===== src/prs_pkg.sv =====
// constants for the resolution status and test register pair
//
// Behaviour
// bit 15 selects the status view
// bit 14 shows gigabit advertising suppressed
// bit 13 shows 100TX advertising suppressed
// bit 12 latches downshift, cleared by read
// bits 11..6 latch resolved mode, read-clear
// bits 5..0 latch resolved mode, no link
// autoneg disable or restart clears bits 12..0
// test bit 15 makes 14h a CRC counter
// test bit 14 makes 13h count error codes
// test bit 12 forces link pass state
// test bit 7 swaps MDI pairs manually
// host: nonlink, set swap, then force 100TX
// host writes zero to reserved test bits
// preamble on first frame, then optional always
// both registers read zero after reset
// an event beats a same-cycle read clear
package prs_pkg;
    // register indexes; byte address is four times the index
    localparam logic [7:0] IDX_CTRL    = 8'h00;
    localparam logic [7:0] IDX_FCAR    = 8'h13;
    localparam logic [7:0] IDX_RXFAIL  = 8'h14;
    localparam logic [7:0] IDX_IRQ_ST  = 8'h30;
    localparam logic [7:0] IDX_IRQ_MSK = 8'h31;
    localparam logic [7:0] IDX_SHARED  = 8'h3a;
    localparam logic [7:0] IDX_TEST    = 8'h3c;
    // field positions
    localparam int SH_SEL      = 15;
    localparam int SH_NOGIG    = 14;
    localparam int SH_NO100    = 13;
    localparam int SH_DNSHIFT  = 12;
    localparam int SH_RESOLVED_LO = 6;
    localparam int TST_CRC     = 15;
    localparam int TST_TXERR   = 14;
    localparam int TST_FLINK   = 12;
    localparam int TST_MDI     = 7;
    localparam int CTRL_AN_DIS = 12;
    localparam int CTRL_AN_RST = 9;
    localparam int IRQ_DNSHIFT = 0;
    localparam int IRQ_RESOLVED = 1;
    localparam int IRQ_NOLINK  = 2;
    localparam int IRQ_N       = 3;
    // writable test bits; reserved bits store nothing and read zero
    localparam logic [15:0] TST_WMASK = 16'hd080;
    // reset values
    localparam logic [15:0] RST_REG16 = 16'h0000;
    localparam logic [2:0]  RST_IRQ   = 3'h0;
endpackage


===== src/prs_regs.sv =====
// resolution status view, test register and their avalon slave
//
// The implementer's own choice: register access over Avalon-MM.
`timescale 1ns/1ps
module prs_regs
    import prs_pkg::*;
#(
    parameter int CNT_W = 16
) (
    // clock and reset
    input  wire logic        clk_sys,
    input  wire logic        rst,
    // avalon-mm slave
    input  wire logic [9:0]  avs_address,
    input  wire logic        avs_read,
    input  wire logic        avs_write,
    input  wire logic [31:0] avs_writedata,
    input  wire logic [3:0]  avs_byteenable,
    output logic [31:0]      avs_readdata,
    output logic             avs_waitrequest,
    // transceiver core events and levels
    input  wire logic        dshift_gig,
    input  wire logic        dshift_100,
    input  wire logic        dshift_evt,
    input  wire logic [5:0]  resolved_common_mode_evt,
    input  wire logic [5:0]  resolved_common_mode_nolink,
    input  wire logic        crc_err_evt,
    input  wire logic        rx_fail_evt,
    input  wire logic        false_carrier_evt,
    input  wire logic        tx_err_code_evt,
    // controls to the transceiver core
    output logic             force_link_pass,
    output logic             mdi_swap,
    output logic             an_restart,
    output logic             preamble_optional,
    // interrupt
    output logic             irq
);

    if (CNT_W < 2 || CNT_W > 16) begin : g_bad_cnt_w
        $error("CNT_W must lie between 2 and 16");
    end

    logic        wait_q;
    logic [31:0] rdata_q;
    logic        sel_q;
    logic        nogig_q;
    logic        no100_q;
    logic [12:0] stat_q;
    logic [12:0] stat_d;
    logic [15:0] test_q;
    logic        an_dis_q;
    logic        an_rst_q;
    logic [CNT_W-1:0] rxf_q;
    logic [CNT_W-1:0] fcar_q;
    logic        crc_sel_q;
    logic [2:0]  irq_st_q;
    logic [2:0]  irq_msk_q;
    logic        irq_q;
    logic        pre_q;

    // bus decode
    wire [7:0]  idx       = avs_address[9:2];
    wire        take_wr   = avs_write & ~wait_q;
    wire        take_rd   = avs_read & ~wait_q;
    wire        hit_sh    = idx == IDX_SHARED;
    wire        hit_test  = idx == IDX_TEST;
    wire        hit_ctrl  = idx == IDX_CTRL;
    wire        hit_ist   = idx == IDX_IRQ_ST;
    wire        hit_imsk  = idx == IDX_IRQ_MSK;
    wire        hit_rxf   = idx == IDX_RXFAIL;
    wire        hit_fcar  = idx == IDX_FCAR;
    wire [15:0] lane_m    = {{8{avs_byteenable[1]}},
                             {8{avs_byteenable[0]}}};
    wire [15:0] wdat      = avs_writedata[15:0];
    wire        wr_sh     = take_wr & hit_sh & avs_byteenable[1];
    wire        wr_ctrl   = take_wr & hit_ctrl & avs_byteenable[1];

    // status view contents
    wire [15:0] sh_view   = {sel_q, nogig_q, no100_q, stat_q};
    // normal view: the seed register lives elsewhere, only the selector
    wire [15:0] sh_norm   = {sel_q, 15'h0000};
    wire [15:0] sh_rd     = sel_q ? sh_view : sh_norm;

    // ctrl word mirrors the autoneg disable bit; restart always reads zero
    wire [15:0] ctrl_rd   = {3'h0, an_dis_q, 12'h000};

    wire [15:0] rd_mux16 =
        hit_sh   ? sh_rd :
        hit_test ? test_q :
        hit_ctrl ? ctrl_rd :
        hit_rxf  ? 16'(rxf_q) :
        hit_fcar ? 16'(fcar_q) :
        hit_ist  ? {13'h0000, irq_st_q} :
        hit_imsk ? {13'h0000, irq_msk_q} :
        16'h0000;

    // read clear only drops bits already shown, so an event landing
    // between capture and acceptance survives for the next read
    wire        rd_clr    = take_rd & hit_sh & sel_q;
    wire [12:0] clr_mask  = rd_clr ? rdata_q[12:0] : 13'h0000;
    wire [12:0] set_vec   = {dshift_evt, resolved_common_mode_evt,
                             resolved_common_mode_nolink};
    wire        an_clr    = an_dis_q | an_rst_q;

    always_comb begin
        if (an_clr) begin
            stat_d = 13'h0000;
        end else begin
            stat_d = (stat_q & ~clr_mask) | set_vec;
        end
    end

    // one wait cycle: capture on the first edge, answer on the next
    always_ff @(posedge clk_sys or posedge rst) begin
        if (rst) begin
            wait_q  <= 1'b1;
            rdata_q <= 32'h0000_0000;
        end else begin
            wait_q  <= ~((avs_read | avs_write) & wait_q);
            if (avs_read & wait_q) begin
                rdata_q <= {16'h0000, rd_mux16};
            end
        end
    end

    always_ff @(posedge clk_sys or posedge rst) begin
        if (rst) begin
            sel_q  <= 1'b0;
            stat_q <= 13'h0000;
        end else begin
            stat_q <= stat_d;
            if (wr_sh) begin
                sel_q <= wdat[SH_SEL];
            end
        end
    end

    // downshift suppression levels from the core
    always_ff @(posedge clk_sys or posedge rst) begin
        if (rst) begin
            nogig_q <= 1'b0;
            no100_q <= 1'b0;
        end else begin
            nogig_q <= dshift_gig;
            no100_q <= dshift_100;
        end
    end

    // reserved bits never store, so stray host data cannot leak back
    always_ff @(posedge clk_sys or posedge rst) begin
        if (rst) begin
            test_q <= RST_REG16;
        end else if (take_wr & hit_test) begin
            test_q <= (test_q & ~(lane_m & TST_WMASK))
                    | (wdat & lane_m & TST_WMASK);
        end
    end

    always_ff @(posedge clk_sys or posedge rst) begin
        if (rst) begin
            an_dis_q <= 1'b0;
            an_rst_q <= 1'b0;
        end else begin
            an_rst_q <= wr_ctrl & wdat[CTRL_AN_RST];
            if (wr_ctrl) begin
                an_dis_q <= wdat[CTRL_AN_DIS];
            end
        end
    end

    // counters saturate rather than wrap
    wire rxf_inc = test_q[TST_CRC] ? crc_err_evt : rx_fail_evt;
    wire fc_inc  = test_q[TST_TXERR] ? tx_err_code_evt
                                     : false_carrier_evt;
    wire crc_on  = test_q[TST_CRC] & ~crc_sel_q;

    always_ff @(posedge clk_sys or posedge rst) begin
        if (rst) begin
            rxf_q     <= '0;
            fcar_q    <= '0;
            crc_sel_q <= 1'b0;
        end else begin
            crc_sel_q <= test_q[TST_CRC];
            if (crc_on) begin
                rxf_q <= '0;
            end else if (rxf_inc && rxf_q != '1) begin
                rxf_q <= rxf_q + 1'b1;
            end
            if (fc_inc && fcar_q != '1) begin
                fcar_q <= fcar_q + 1'b1;
            end
        end
    end

    // interrupt: sticky, write one to clear, event wins over clear
    wire [2:0] irq_ev;
    assign irq_ev[IRQ_DNSHIFT]  = dshift_evt;
    assign irq_ev[IRQ_RESOLVED] = |resolved_common_mode_evt;
    assign irq_ev[IRQ_NOLINK]   = |resolved_common_mode_nolink;
    wire       ist_wr  = take_wr & hit_ist & avs_byteenable[0];
    wire [2:0] ist_clr = ist_wr ? wdat[IRQ_N-1:0] : 3'h0;
    wire [2:0] ist_d   = (irq_st_q & ~ist_clr) | irq_ev;

    always_ff @(posedge clk_sys or posedge rst) begin
        if (rst) begin
            irq_st_q  <= RST_IRQ;
            irq_msk_q <= RST_IRQ;
            irq_q     <= 1'b0;
        end else begin
            irq_st_q <= ist_d;
            irq_q    <= |(ist_d & irq_msk_q);
            if (take_wr & hit_imsk & avs_byteenable[0]) begin
                irq_msk_q <= wdat[IRQ_N-1:0];
            end
        end
    end

    // once a first access arrives, later ones may drop the preamble;
    // there is deliberately no way to turn this back off
    always_ff @(posedge clk_sys or posedge rst) begin
        if (rst) begin
            pre_q <= 1'b0;
        end else if (take_rd | take_wr) begin
            pre_q <= 1'b1;
        end
    end

    assign avs_readdata      = rdata_q;
    assign avs_waitrequest   = wait_q;
    assign force_link_pass   = test_q[TST_FLINK];
    assign mdi_swap          = test_q[TST_MDI];
    assign an_restart        = an_rst_q;
    assign preamble_optional = pre_q;
    assign irq               = irq_q;

    // checks
    property p_sel_read;
        @(posedge clk_sys) disable iff (rst)
        (avs_read && wait_q && hit_sh) |=> (rdata_q[15] == sel_q);
    endproperty
    a_sel_read: assert property (p_sel_read)
        else $error("selector readback wrong");

    property p_nogig;
        @(posedge clk_sys) disable iff (rst)
        dshift_gig |=> nogig_q;
    endproperty
    a_nogig: assert property (p_nogig)
        else $error("gigabit suppression not shown");

    property p_no100;
        @(posedge clk_sys) disable iff (rst)
        !dshift_100 |=> !no100_q;
    endproperty
    a_no100: assert property (p_no100)
        else $error("100TX suppression shown wrongly");

    property p_dnshift;
        @(posedge clk_sys) disable iff (rst)
        (dshift_evt && !an_clr) |=> stat_q[12];
    endproperty
    a_dnshift: assert property (p_dnshift)
        else $error("downshift not latched");

    property p_resolved;
        @(posedge clk_sys) disable iff (rst)
        (resolved_common_mode_evt != 6'h00 && !an_clr) |=>
            ((stat_q[11:6] & $past(resolved_common_mode_evt))
             == $past(resolved_common_mode_evt));
    endproperty
    a_resolved: assert property (p_resolved)
        else $error("resolved mode not latched");

    property p_nolink;
        @(posedge clk_sys) disable iff (rst)
        (resolved_common_mode_nolink != 6'h00 && !an_clr) |=>
            ((stat_q[5:0] & $past(resolved_common_mode_nolink))
             == $past(resolved_common_mode_nolink));
    endproperty
    a_nolink: assert property (p_nolink)
        else $error("no-link mode not latched");

    property p_an_clear;
        @(posedge clk_sys) disable iff (rst)
        an_clr |=> (stat_q == 13'h0000);
    endproperty
    a_an_clear: assert property (p_an_clear)
        else $error("autoneg clear missed");

    property p_crc_start;
        @(posedge clk_sys) disable iff (rst)
        $rose(test_q[TST_CRC]) |=> (rxf_q == '0);
    endproperty
    a_crc_start: assert property (p_crc_start)
        else $error("crc counter did not restart");

    property p_fcar;
        @(posedge clk_sys) disable iff (rst)
        (test_q[TST_TXERR] && tx_err_code_evt && fcar_q != '1)
            |=> (fcar_q == $past(fcar_q) + 1'b1);
    endproperty
    a_fcar: assert property (p_fcar)
        else $error("error code count missed");

    property p_flink;
        @(posedge clk_sys) disable iff (rst)
        (take_wr && hit_test && avs_byteenable[1]) |=>
            (force_link_pass == $past(wdat[TST_FLINK]));
    endproperty
    a_flink: assert property (p_flink)
        else $error("force link not applied");

    property p_mdi;
        @(posedge clk_sys) disable iff (rst)
        (take_wr && hit_test && avs_byteenable[0]) |=>
            (mdi_swap == $past(wdat[TST_MDI]));
    endproperty
    a_mdi: assert property (p_mdi)
        else $error("mdi swap not applied");

    property p_resv;
        @(posedge clk_sys) disable iff (rst)
        (test_q & ~TST_WMASK) == 16'h0000;
    endproperty
    a_resv: assert property (p_resv)
        else $error("reserved test bit stored");

    property p_preamble;
        @(posedge clk_sys) disable iff (rst)
        pre_q |=> pre_q;
    endproperty
    a_preamble: assert property (p_preamble)
        else $error("preamble suppression turned off");

    property p_set_wins;
        @(posedge clk_sys) disable iff (rst)
        (rd_clr && dshift_evt && !an_clr) |=> stat_q[12];
    endproperty
    a_set_wins: assert property (p_set_wins)
        else $error("event lost to read clear");

    property p_answer;
        @(posedge clk_sys) disable iff (rst)
        ((avs_read || avs_write) && wait_q) |=> !wait_q ##1 wait_q;
    endproperty
    a_answer: assert property (p_answer)
        else $error("bus answer timing wrong");

    c_read_status: cover property (@(posedge clk_sys) disable iff (rst)
        rd_clr && rdata_q[12:0] != 13'h0000);
    c_set_clear: cover property (@(posedge clk_sys) disable iff (rst)
        rd_clr && dshift_evt);
    c_irq: cover property (@(posedge clk_sys) disable iff (rst)
        $rose(irq_q));
endmodule


===== config.mk =====
export PLATFORM = sky130hd
export DESIGN_NAME = prs_regs
export DESIGN_NICKNAME = d
export VERILOG_FILES = /design/src/prs_pkg.sv /design/src/prs_regs.sv
export SDC_FILE = /design/constraint.sdc
export NUM_CORES = 1
export LEC_CHECK = 0
export BUFFER_PORTS_ARGS = -buffer_cell sky130_fd_sc_hd__buf_2
export CAP_MARGIN = 20
export CORE_UTILIZATION = 41
export DETAILED_ROUTE_END_ITERATION = 16
export GPL_TIMING_DRIVEN = 0
export HOLD_SLACK_MARGIN = 0.1
export RECOVER_POWER = 100
export SLEW_MARGIN = 20
export SYNTH_ARGS = -nofsm -noshare
export SYNTH_HDL_FRONTEND = slang
export SYNTH_SLANG_ARGS = --single-unit

===== constraint.sdc =====
create_clock -name clk_sys -period 3.6 [get_ports clk_sys]
set_input_delay 0.54 -clock clk_sys [delete_from_list [all_inputs] [get_ports clk_sys]]
set_output_delay 0.54 -clock clk_sys [all_outputs]
set_load 0.005 [all_outputs]

After elaboration in Yosys (flattened, before gate mapping)
Index checks and enable logic that the tools add are counted.

Reduce and logical (&&, ||, !) cells: 7. Eq/ne operators: 8. Bitwise gates (word level): 34. Multiplexer cells: 15. Add/sub/neg operators: 2.

Operator list (count): $mux 16 (8); $add 16x1->16 const B (2); $and 16x16->16 (2); $eq 8x6->1 const B (4); $ne 16x16->1 const B (2); $mux 13 (2); $and 1x1->1 (17); $eq 8x5->1 const B (2); $not 16->16 (1); $or 16x16->16 (1); $and 13x13->13 (1); $not 13->13 (1); $or 13x13->13 (1); $reduce_or 6->1 (2); $mux 3 (3); $logic_not 8->1 (1); $and 3x3->3 (2); $not 1->1 (3); $not 3->3 (1); $or 1x1->1 (3); $or 3x3->3 (1); $reduce_or 3->1 (1); $logic_and 1x1->1 (2); $mux 1 (2); $reduce_bool 2->1 (1).

Register bits after elaboration: 92. Logic and storage cells: 82. Output and inout bits: 38. Input port bits: 69.

Depth between registers and ports, before layout
Gate-level depths: netlist of the first run.

Depth in word-level cells: 10. Gate-level depth with buffers: 6. Gate-level depth less buffers: 5.

Worst setup path before layout of the first run
Ideal clock, no wire load.

Path type: input-to-reg. Start: in avs_address[2]. End: reg stat_q[11]. Path buffers: 2. Data required time: 3.471 ns. Stages on the path: 6. Library setup time: 0.129 ns. Arrival time: 1.891 ns. Path slack: 1.580 ns. Cell sequence: buf_2 -> or2b_1 -> or2_2 -> nor4_4 -> buf_4 -> a31oi_1.

Longest elaborated chain between the ends: 8.

RTL lines: from (decl) (RTL line prs_regs.sv:14) `input wire logic [9:0] avs_address,`; $eq 8x6->1 (RTL line prs_regs.sv:66) `wire hit_sh = idx == IDX_SHARED;`; $and 1x1->1 (2 in a row) (RTL line prs_regs.sv:100) `wire rd_clr = take_rd & hit_sh & sel_q;`; $mux 13 (RTL line prs_regs.sv:101) `wire [12:0] clr_mask = rd_clr ? rdata_q[12:0] : 13'h0000;`; $not 13->13 (RTL line prs_regs.sv:110) `stat_d = (stat_q & ~clr_mask) | set_vec;`; $and 13x13->13 (RTL line prs_regs.sv:110); $or 13x13->13 (RTL line prs_regs.sv:110); $mux 13 (RTL line prs_regs.sv:107) `if (an_clr) begin`; named net stat_d[11] (RTL line prs_regs.sv:50) `logic [12:0] stat_d;`; to (signal assigned) (RTL line prs_regs.sv:132) `stat_q <= stat_d;`; to (decl) (RTL line prs_regs.sv:49) `logic [12:0] stat_q;`.

The timed path passes the listed nets, and every way through them passes these cells. A chain may end at the register's enable or synchronous reset.

Final worst setup path of the first run
Start: in avs_address[8]. End: reg rdata_q[15], in the netlist avs_readdata[15].

Longest elaborated chain between the ends: 6. Elaborated cells on any way between the ends: 10. Those cells by class: 4 x eq/ne; 5 x mux; 1 x reduce/logical.

RTL lines: $eq 8x5->1 (RTL line prs_regs.sv:72) `wire hit_fcar = idx == IDX_FCAR;`; $mux 16 (RTL line prs_regs.sv:93) `hit_fcar ? 16'(fcar_q) :`; $mux 16 (RTL line prs_regs.sv:92) `hit_rxf ? 16'(rxf_q) :`; $mux 16 (RTL line prs_regs.sv:91) `hit_ctrl ? ctrl_rd :`; $mux 16 (RTL line prs_regs.sv:90) `hit_test ? test_q :`; $mux 16 (*) (RTL line prs_regs.sv:89) `hit_sh ? sh_rd :`; to (signal assigned) (RTL line prs_regs.sv:122) `rdata_q <= {16'h0000, rd_mux16};`; to (decl) (RTL line prs_regs.sv:45) `logic [31:0] rdata_q;`.

Mark *: on every way between the ends. The rest lies on a longest branch, timed or not.

==> results of run 1 <==
==> synthesized netlist by cell type (3+ instances only) <==
cell type  number  area [µm²]
buf_2           3        15.0
o21ai_0        15        75.1
nor3b_1         5        37.5
nand4_1         7        43.8
buf_4          17         128
a211oi_1        7        52.6
o31ai_1         7        52.6
nand2b_1       13        81.3
dfrtp_1        79        1980
and2_1          4        25.0
a31oi_1        19         119
a21oi_1        19        95.1
and3b_1         4        35.0
and3_1          4        25.0
nor4_1         10        62.6
nand3_1         9        45.0
inv_1          18        67.6
xor2_1          9        78.8
mux2_2         13         146
a221oi_1       12         105
or4_1           4        30.0
clkbuf_1       12        45.0
o32a_1          3        30.0
nor2_1         36         135
a22o_1         13         114
mux2i_1        15         150
nand2_1        34         128
nor3_1          7        35.0
nor4b_1         4        35.0
==> cells by family after synthesis <==
| group | Yosys count | share of synthesized area, % |
|---|---|---|
| buf+inv | 52 | 6.22 |
| mux | 28 | 6.83 |
| xor+xnor | 11 | 2.22 |
| compound gates | 106 | 17.0 |
| flops | 80 | 46.1 |
| simple gates | 158 | 21.0 |
| fa+ha+maj | 2 | 0.576 |
| other cells | 1 | 0.0863 |
==> sequential cells by signal, summed over array words and instances (netlist names), named ones only <==
register and count:
avs_readdata 16, fcar_q 16, rxf_q 16, stat_q 13, irq_msk_q 3, irq_st_q 3, an_dis_q 1, an_restart 1
avs_waitrequest 1, crc_sel_q 1, irq 1, no100_q 1, nogig_q 1, preamble_optional 1, sel_q 1
==> metrics by stage <==
step	util (%)	hold WS [ps]
2_1_floorplan	-	461
3_3_place_gp	47.3	458
3_5_place_dp	47.6	472
4_1_cts	49.3	227
5_1_grt	48.3	260
6_report	48.3	278
==> worst paths after layout <==
path | startpoint | to | slack, ps | cells past startpoint
max | avs_address[8] | avs_readdata[15] | 890 | 6
min | dshift_100 | no100_q | 280 | 1
max in group asynchronous | rst | avs_readdata[9] | 1330 | 3
max reg2reg | sel_q | avs_readdata[15] | 1270 | 5
min in group asynchronous | rst | fcar_q[0] | 620 | 2
min reg2reg | preamble_optional | preamble_optional | 480 | 1
==> routing by layer <==
metal / up-vias / global-route usage (%) / routed length, µm
li1: 1763 / - / -
met1: 1789 / 29.0 / 5140
met2: 123 / 34.4 / 5220
met3: 13 / 5.93 / 727
met4: 0 / 5.84 / 150
met5: - / 0 / 0
==> power groups by stage <==
| stage | clock [mW] | sequential [mW] | combinational, mW |
|---|---|---|---|
| final | 0.611 | 1.25 | 0.487 |
| after global routing | 0.660 | 1.28 | 0.557 |
| after CTS | 0.628 | 1.25 | 0.499 |
| after detailed placement | 0 | 1.27 | 0.497 |
| after global placement | 0 | 1.26 | 0.474 |
| after floorplan | 0 | 1.20 | 0.359 |
==> layout make-up <==
class                           count  share of cell area (%)
Clock inverter                      4                   0.579
Buffer                             33                    3.90
Timing Repair Buffer               60                    5.84
Clock buffer                       12                    2.92
Sequential cell                    80                    40.3
Inverter                           19                    1.46
Multi-Input combinational cell    321                    41.5
Tap cell                          136                    3.43
==> summary.txt, run 1 <==
Floorplanning
  – Initial Utilization: 42.3%
  – Core area: 10300 µm²
  – Die area: 11000 µm²
  – Die Width: 105 µm
  – I/O pins: 107
  – Row cnt: 37
  – Die span in y: 105 µm

Clocking
  – Max clock buf depth: 2
  – Number of buffers created by CTS: 9
  – Clk slew on worst S/H paths: 90 ps
  – TritonCTS clock tree: built
  – CTS H-tree lvls: 3
  – Resized cells post-CTS: 0
  – Clk sink count: 80
  – Root Driver: clkbuf_8
  – Worst-Skew Late Latency: 370 ps
  – Post-CTS Hold Fix Bufs: 0
  – Post-CTS setup buffer count: 0

Synthesis
  – Post-synth EDFFs: 0
  – Post-Syn Area: 4340 µm²
  – Synth Flop Type: dfrtp_1
  – Syn_area_per_cell: 9.92 µm²
  – Synthesized instance count: 438
  – Synth unique cells: 56
  – YS warnings: 0
  – Yosys reg bits: 80
  – Async SR Flop Fraction: 100%
  – Register area share after synthesis: 46.1%

Setup path
  – Worst path required time: 3880 ps
  – CP max stage delay: 1260 ps
  – Crit path max fanout: 10
  – Slowest cell on crit path: nor4_1
  – Arrival @ worst endpoint: 3000 ps
  – Crit end category: register
  – Cells along the critical path: clkbuf_1, nand4bb_1, nor4_1, buf_2, a21oi_1, a31oi_1
  – Top delay family on crit path: simple AND/OR/NAND/NOR gates
  – Critical path class: in2reg
  – CP Buf/Inv Count: 2
  – Startpoint Class: primary input

Global route
  – Initial antenna violation count: 0
  – GRT Resource Usage Total: 21.6%
  – Congestion Overflow GR: 0
  – Number of global-route vias before repair: 3585
  – First-pass GRT wire length: 18600 µm
  – Pin count of the biggest net entering global routing: 42

STA
  – Final count of negative-setup-slack endpoints: 0
  – Final WS setup: 886 ps
  – Pins over their slew limit: 42
  – Worst slew pin tran: 1810 ps
  – Final min period: 2710 ps
  – Worst slew margin: -21.6%
  – Setup TNS Final: 0 ps
  – Hold Violations, Final: 0
  – Final worst path period share: 75.4%
  – Skew final: 15.9 ps
  – Achievable frequency: 368 MHz
  – RSZ-0062 raised after global routing: no

Final layout
  – Post-route insts no fill: 665
  – Fin nets: 595
  – Ant diodes: 0
  – Most frequent cells in the layout: dfrtp_1 (79), buf_2 (53), nor2_1 (36)
  – Fraction of layout cells with a size suffix above 1: 19.3%
  – Multi-input logic area: 2060 µm²
  – Most common cell after layout, fill and taps aside: dfrtp_1
  – Final Cell Area: 4970 µm²
  – Area grow syn2layout: 14.3%
  – Fill cells: 979
  – Storage element area: 2000 µm²

Place
  – Area after DPL: 4890 µm²
  – Final Wtd Congestion: 0.867
  – HPWL Detailed: 8470 µm
  – Placed insts: 649
  – # port buffers: 59
  – Worst slack at placement: 1320 ps

Power and ir drop
  – P_int: 1.54 mW
  – Max IR drop VDD: 0.275 mV
  – NetSw: 812 µW
  – Clock power share: 26.0%
  – Flop pwr share: 53.3%
  – Comb pwr share: 20.7%
  – Switching share of total power: 34.5%
  – Power Total: 2.35 mW
  – Leakage power: 2.17 nW
  – PwrDens: 474 nW/µm²

Min path
  – Hold Crit Class: in2reg

Route
  – Routed WL per cell: 16.9 µm
  – Total number of vias: 3688
  – Post-DRT Antenna Nets: 0
  – Drt first-iter violations: 233
  – Drt drc: 0
  – Total wire length: 11200 µm
  – Vias per cell: 5.55
  – Drt first pass iters: 4

Run
  – Max cap viols: 1

Outcome
  – Status: complete, but fails checks
  – Violated checks: capacitance limit, slew limit
(Power assumes the default switching activity.)
==> run 2, diff against run 1 <==
--- a/config.mk
+++ b/config.mk
@@ -11,6 +11,7 @@
 export DETAILED_ROUTE_END_ITERATION = 16
 export GPL_TIMING_DRIVEN = 0
 export HOLD_SLACK_MARGIN = 0.1
+export PLACE_DENSITY = 0.66
 export RECOVER_POWER = 100
 export SLEW_MARGIN = 20
 export SYNTH_ARGS = -nofsm -noshare
==> constraint.sdc (replaced) <==
create_clock -name clk_sys -period 2.3 [get_ports clk_sys]
set_input_delay 0.345 -clock clk_sys [delete_from_list [all_inputs] [get_ports clk_sys]]
set_output_delay 0.345 -clock clk_sys [all_outputs]
set_load 0.005 [all_outputs]
==> run 2 against run 1 <==
Net effect: the run now ends clean; critical path depth unchanged; sequential share of layout area shrank 1.1 points; power up 68%; design area rose by 2.9%; critical endpoint is now stat_q[7]; largest cell class unchanged; highest routed layer unchanged.
==> summary.txt, run 2 (same netlist as run 1, synthesis figures left out) <==
Final layout
  – Fraction of layout cells with a size suffix above 1: 19.9%
  – Final Cell Area: 5110 µm²
  – Fin nets: 599
  – Most frequent cells in the layout: dfrtp_1 (79), buf_2 (51), nor2_1 (36)
  – Fill cells: 982
  – Ant diodes: 0
  – Most common cell after layout, fill and taps aside: dfrtp_1
  – Area grow syn2layout: 17.6%

Clocking
  – Resized cells post-CTS: 0
  – Worst-Skew Late Latency: 360 ps
  – CTS H-tree lvls: 3
  – Max clock buf depth: 2
  – Number of buffers created by CTS: 9
  – Post-CTS setup buffer count: 0
  – Root Driver: clkbuf_8
  – TritonCTS clock tree: built
  – Clk slew on worst S/H paths: 90 ps
  – Clk sink count: 80

Floorplanning
  – Core area: 10300 µm²
  – Die Width: 105 µm
  – I/O pins: 107
  – Row cnt: 37
  – Die area: 11000 µm²
  – Die span in y: 105 µm
  – Initial Utilization: 42.3%

Outcome
  – Status: completed

STA
  – Worst slew pin tran: 930 ps
  – Hold Violations, Final: 0
  – Pins over their slew limit: 0
  – RSZ-0062 raised after global routing: no
  – Final WS setup: 311 ps
  – Final count of negative-setup-slack endpoints: 0
  – Achievable frequency: 503 MHz
  – Fin Hold WS: 213 ps
  – Worst slew margin: 37.7%
  – Setup TNS Final: 0 ps
  – Skew final: 15.8 ps
  – Final worst path period share: 86.5%
  – Final min period: 1990 ps

Route
  – Routed WL per cell: 16.5 µm
  – Drt first pass iters: 4
  – Total wire length: 11000 µm
  – Vias per cell: 5.49
  – Total number of vias: 3675
  – Drt first-iter violations: 175
  – Post-DRT Antenna Nets: 0
  – Drt drc: 0

Place
  – # port buffers: 59
  – Area after DPL: 4910 µm²
  – Worst slack at placement: 251 ps
  – Final Wtd Congestion: 0.837
  – HPWL Detailed: 8350 µm

Power and ir drop
  – Leakage power: 2.22 nW
  – Max IR drop VDD: 0.473 mV
  – PwrDens: 772 nW/µm²

Global route
  – Congestion Overflow GR: 0
  – Initial antenna violation count: 0
  – GRT Resource Usage Total: 21.2%
  – Pin count of the biggest net entering global routing: 33
  – Number of global-route vias before repair: 3605
  – First-pass GRT wire length: 18200 µm

Setup path
  – Arrival @ worst endpoint: 2230 ps
  – CP startpoint: avs_address[2]
  – Slowest cell on crit path: nor4_1
  – Worst path required time: 2540 ps
  – Crit path max fanout: 10
  – Startpoint Class: primary input
  – CP max stage delay: 680 ps
  – Critical path class: in2reg
  – Cells along the critical path: buf_2, or2b_1, or2_2, nor4_1, buf_4, a31oi_1
  – Reg2reg start: rxf_q[4]
  – Crit end category: register

Min path
  – Hold path start: avs_read
  – Hold Crit Class: in2reg

Run
  – Max cap viols: 0
-- run 2: worst paths after layout --
check	to	slack (ps)	cells after the start
max	stat_q[7]	310	6
min	avs_waitrequest	210	2
max reg2reg	rxf_q[10]	320	5
min reg2reg	preamble_optional	480	1
max in group asynchronous	avs_readdata[1]	500	5
min in group asynchronous	rxf_q[5]	680	3
-- run 2: through the flow --
step / total power [mW] / cells / util (%)
floorplan: 2.43 / 453 / -
global placement: 2.71 / 648 / 47.4
detailed placement: 2.77 / 650 / 47.8
CTS: 3.99 / 669 / 50.3
global route: 4.18 / 669 / 49.7
finish: 3.94 / 669 / 49.7
-- run 2: report_power, final --
group	total, mW	internal (mW)	switching, mW
sequential	1.96	1.64	0.324
combinational	0.779	0.358	0.421
clock	1.21	0.676	0.529
total	3.94	2.67	1.27
-- run 2: layer usage --
layer / track usage [%] / vias to the layer above / share of wire (%)
met4: 9.76 / 0 / 2.7
li1: - / 1771 / -
met5: 0 / - / 0
met1: 28.4 / 1755 / 46
met2: 33.4 / 125 / 46
met3: 3.87 / 24 / 5.5
-- run 2: area by class of cell --
class,count,area (µm²),area share (%)
timing repair buffer,64,340,6.66
buffer,33,198,3.87
tap,136,170,3.33
sequential,80,2000,39.2
clock inverter,4,76.3,1.49
multi-input combinational,321,2090,41.0
clock buffer,12,155,3.04
inverter,19,72.6,1.42
-- run 2: timing repair --
| item | 4_1_cts | 5_1_grt |
|---|---|---|
| hold buffers | 3 | 0 |
| hold endpoints to repair | 21 | 0 |
| endpoints found under the setup margin | 0 | 0 |
-- run 2: critical path, delay by kind of cell --
family	cells	cell delay, ps
simple gates	3	1290
buf+inv	2	490
compound gates	1	110
==> run 3, diff against run 2 <==
--- a/config.mk
+++ b/config.mk
@@ -9,7 +9,7 @@
 export CAP_MARGIN = 20
 export CORE_UTILIZATION = 41
 export DETAILED_ROUTE_END_ITERATION = 16
-export GPL_TIMING_DRIVEN = 0
+export GPL_TIMING_DRIVEN = 1
 export HOLD_SLACK_MARGIN = 0.1
 export PLACE_DENSITY = 0.66
 export RECOVER_POWER = 100
==> run 3 against run 2 <==
Net effect: global-route usage decreased by 0.10 points; power decreased by 7.5%; cell count decreased by 3.3%.
==> summary.txt, run 3 (same netlist as run 1, synthesis figures left out) <==
Global route
  – GRT Resource Usage Total: 21.1%
  – Initial antenna violation count: 0
  – Number of global-route vias before repair: 3507
  – First-pass GRT wire length: 18200 µm
  – Congestion Overflow GR: 0
  – Pin count of the biggest net entering global routing: 36

Min path
  – Hold path start: avs_read
  – Hold endpoint: avs_waitrequest
  – Hold Path Depth: 2
  – Hold Crit Class: in2reg

Route
  – Vias per cell: 5.62
  – Drt first pass iters: 5
  – Total number of vias: 3639
  – Routed WL per cell: 17.0 µm
  – Post-DRT Antenna Nets: 0
  – Drt first-iter violations: 261
  – Drt drc: 0
  – Total wire length: 11000 µm

Final layout
  – Most common cell after layout, fill and taps aside: dfrtp_1
  – Fraction of layout cells with a size suffix above 1: 19.2%
  – Area grow syn2layout: 12.8%
  – Final core occ: 47.7%
  – Final Cell Area: 4900 µm²
  – Post-route insts no fill: 647
  – Fill cells: 1004
  – Most frequent cells in the layout: dfrtp_1 (79), buf_2 (58), nor2_1 (36)
  – Ant diodes: 0
  – Fin nets: 577

STA
  – Achievable frequency: 520 MHz
  – Final WS setup: 376 ps
  – Final min period: 1920 ps
  – Setup TNS Final: 0 ps
  – Pins over their slew limit: 0
  – Final count of negative-setup-slack endpoints: 0
  – Skew final: 11.0 ps
  – Worst slew margin: 20.4%
  – Hold Violations, Final: 0
  – Worst slew pin tran: 1190 ps
  – Fin Hold WS: 200 ps
  – Final worst path period share: 83.6%
  – RSZ-0062 raised after global routing: no

Setup path
  – Crit path max fanout: 7
  – Startpoint Class: primary input
  – Critical path class: in2reg
  – Register-to-Register Path Depth: 4
  – CP startpoint: avs_address[8]
  – Crit end category: register
  – Arrival @ worst endpoint: 2160 ps
  – Worst path required time: 2540 ps
  – Reg2reg start: rxf_q[3]
  – FF-to-FF End: rxf_q[15]
  – FF-to-FF setup slack: 390 ps

Clocking
  – Clk slew on worst S/H paths: 90 ps
  – Resized cells post-CTS: 0
  – CTS H-tree lvls: 3
  – Max clock buf depth: 2
  – TritonCTS clock tree: built
  – Post-CTS setup buffer count: 0
  – Number of buffers created by CTS: 9
  – Root Driver: clkbuf_8
  – Clk sink count: 80
  – Worst-Skew Late Latency: 360 ps

Run
  – Max cap viols: 0

Power and ir drop
  – Leakage power: 2.14 nW
  – Comb pwr share: 20.8%
  – NetSw: 1.25 mW
  – P_int: 2.40 mW
  – Max IR drop VDD: 0.327 mV
  – Switching share of total power: 34.3%
  – Power Total: 3.65 mW
  – PwrDens: 745 nW/µm²
  – Clock power share: 25.7%
  – Flop pwr share: 53.5%

Place
  – Area after DPL: 4780 µm²
  – # port buffers: 62
  – Worst slack at placement: 278 ps
  – Placed insts: 628
  – HPWL Detailed: 8270 µm
  – Final Wtd Congestion: 0.890

Floorplanning
  – I/O pins: 107
  – Die Width: 105 µm
  – Initial Utilization: 42.3%
  – Die span in y: 105 µm
  – Row cnt: 37
  – Core area: 10300 µm²
  – Die area: 11000 µm²

Outcome
  – Status: completed
[run 3: worst max path at each step]
stage,to,cells after the start,slack [ps]
finish,register,5,380
global route,fcar_q[3],4,180
CTS,rxf_q[15],4,440
detailed placement,irq_msk_q[1],5,280
global placement,irq,5,290
floorplan,stat_q[11],6,480
[run 3: final cells by class]
type / instances / area (µm²) / area share (%)
clock buffers: 11 / 141 / 2.88
clock inverters: 5 / 32.5 / 0.664
inverters: 19 / 72.6 / 1.48
multi-input cells: 321 / 2080 / 42.5
flip-flops and latches: 80 / 2000 / 40.9
well taps: 136 / 170 / 3.47
repair buffers: 75 / 397 / 8.09
[run 3: what timing repair did]
| action | 4_1_cts | 5_1_grt |
|---|---|---|
| endpoints found under the setup margin | 0 | 0 |
| hold buffers | 3 | 0 |
| hold endpoints to repair | 27 | 0 |
[run 3: critical path, cell delays in order]
cell	delay, ps
buf_2	110
nand4bb_1	440
nor3_1	720
nand2_1	230
mux2_2	330
[run 3: routing by layer]
layer  GRT usage, %  share of wire [%]  vias to the layer above
met5              0                  0                        -
met3           5.74                5.1                       15
met4           6.14                1.7                        0
met1           28.2                 46                     1788
li1               -                  -                     1730
met2           33.6                 47                      106
[run 3: power by group through the flow]
| stage | Clock [mW] | Combinational, mW | Sequential [mW] |
|---|---|---|---|
| finish | 0.937 | 0.760 | 1.95 |
| global route | 1.02 | 0.859 | 1.99 |
| CTS | 0.967 | 0.776 | 1.95 |
| detailed placement | 0 | 0.764 | 1.98 |
| global placement | 0 | 0.729 | 1.96 |
| floorplan | 0 | 0.562 | 1.87 |
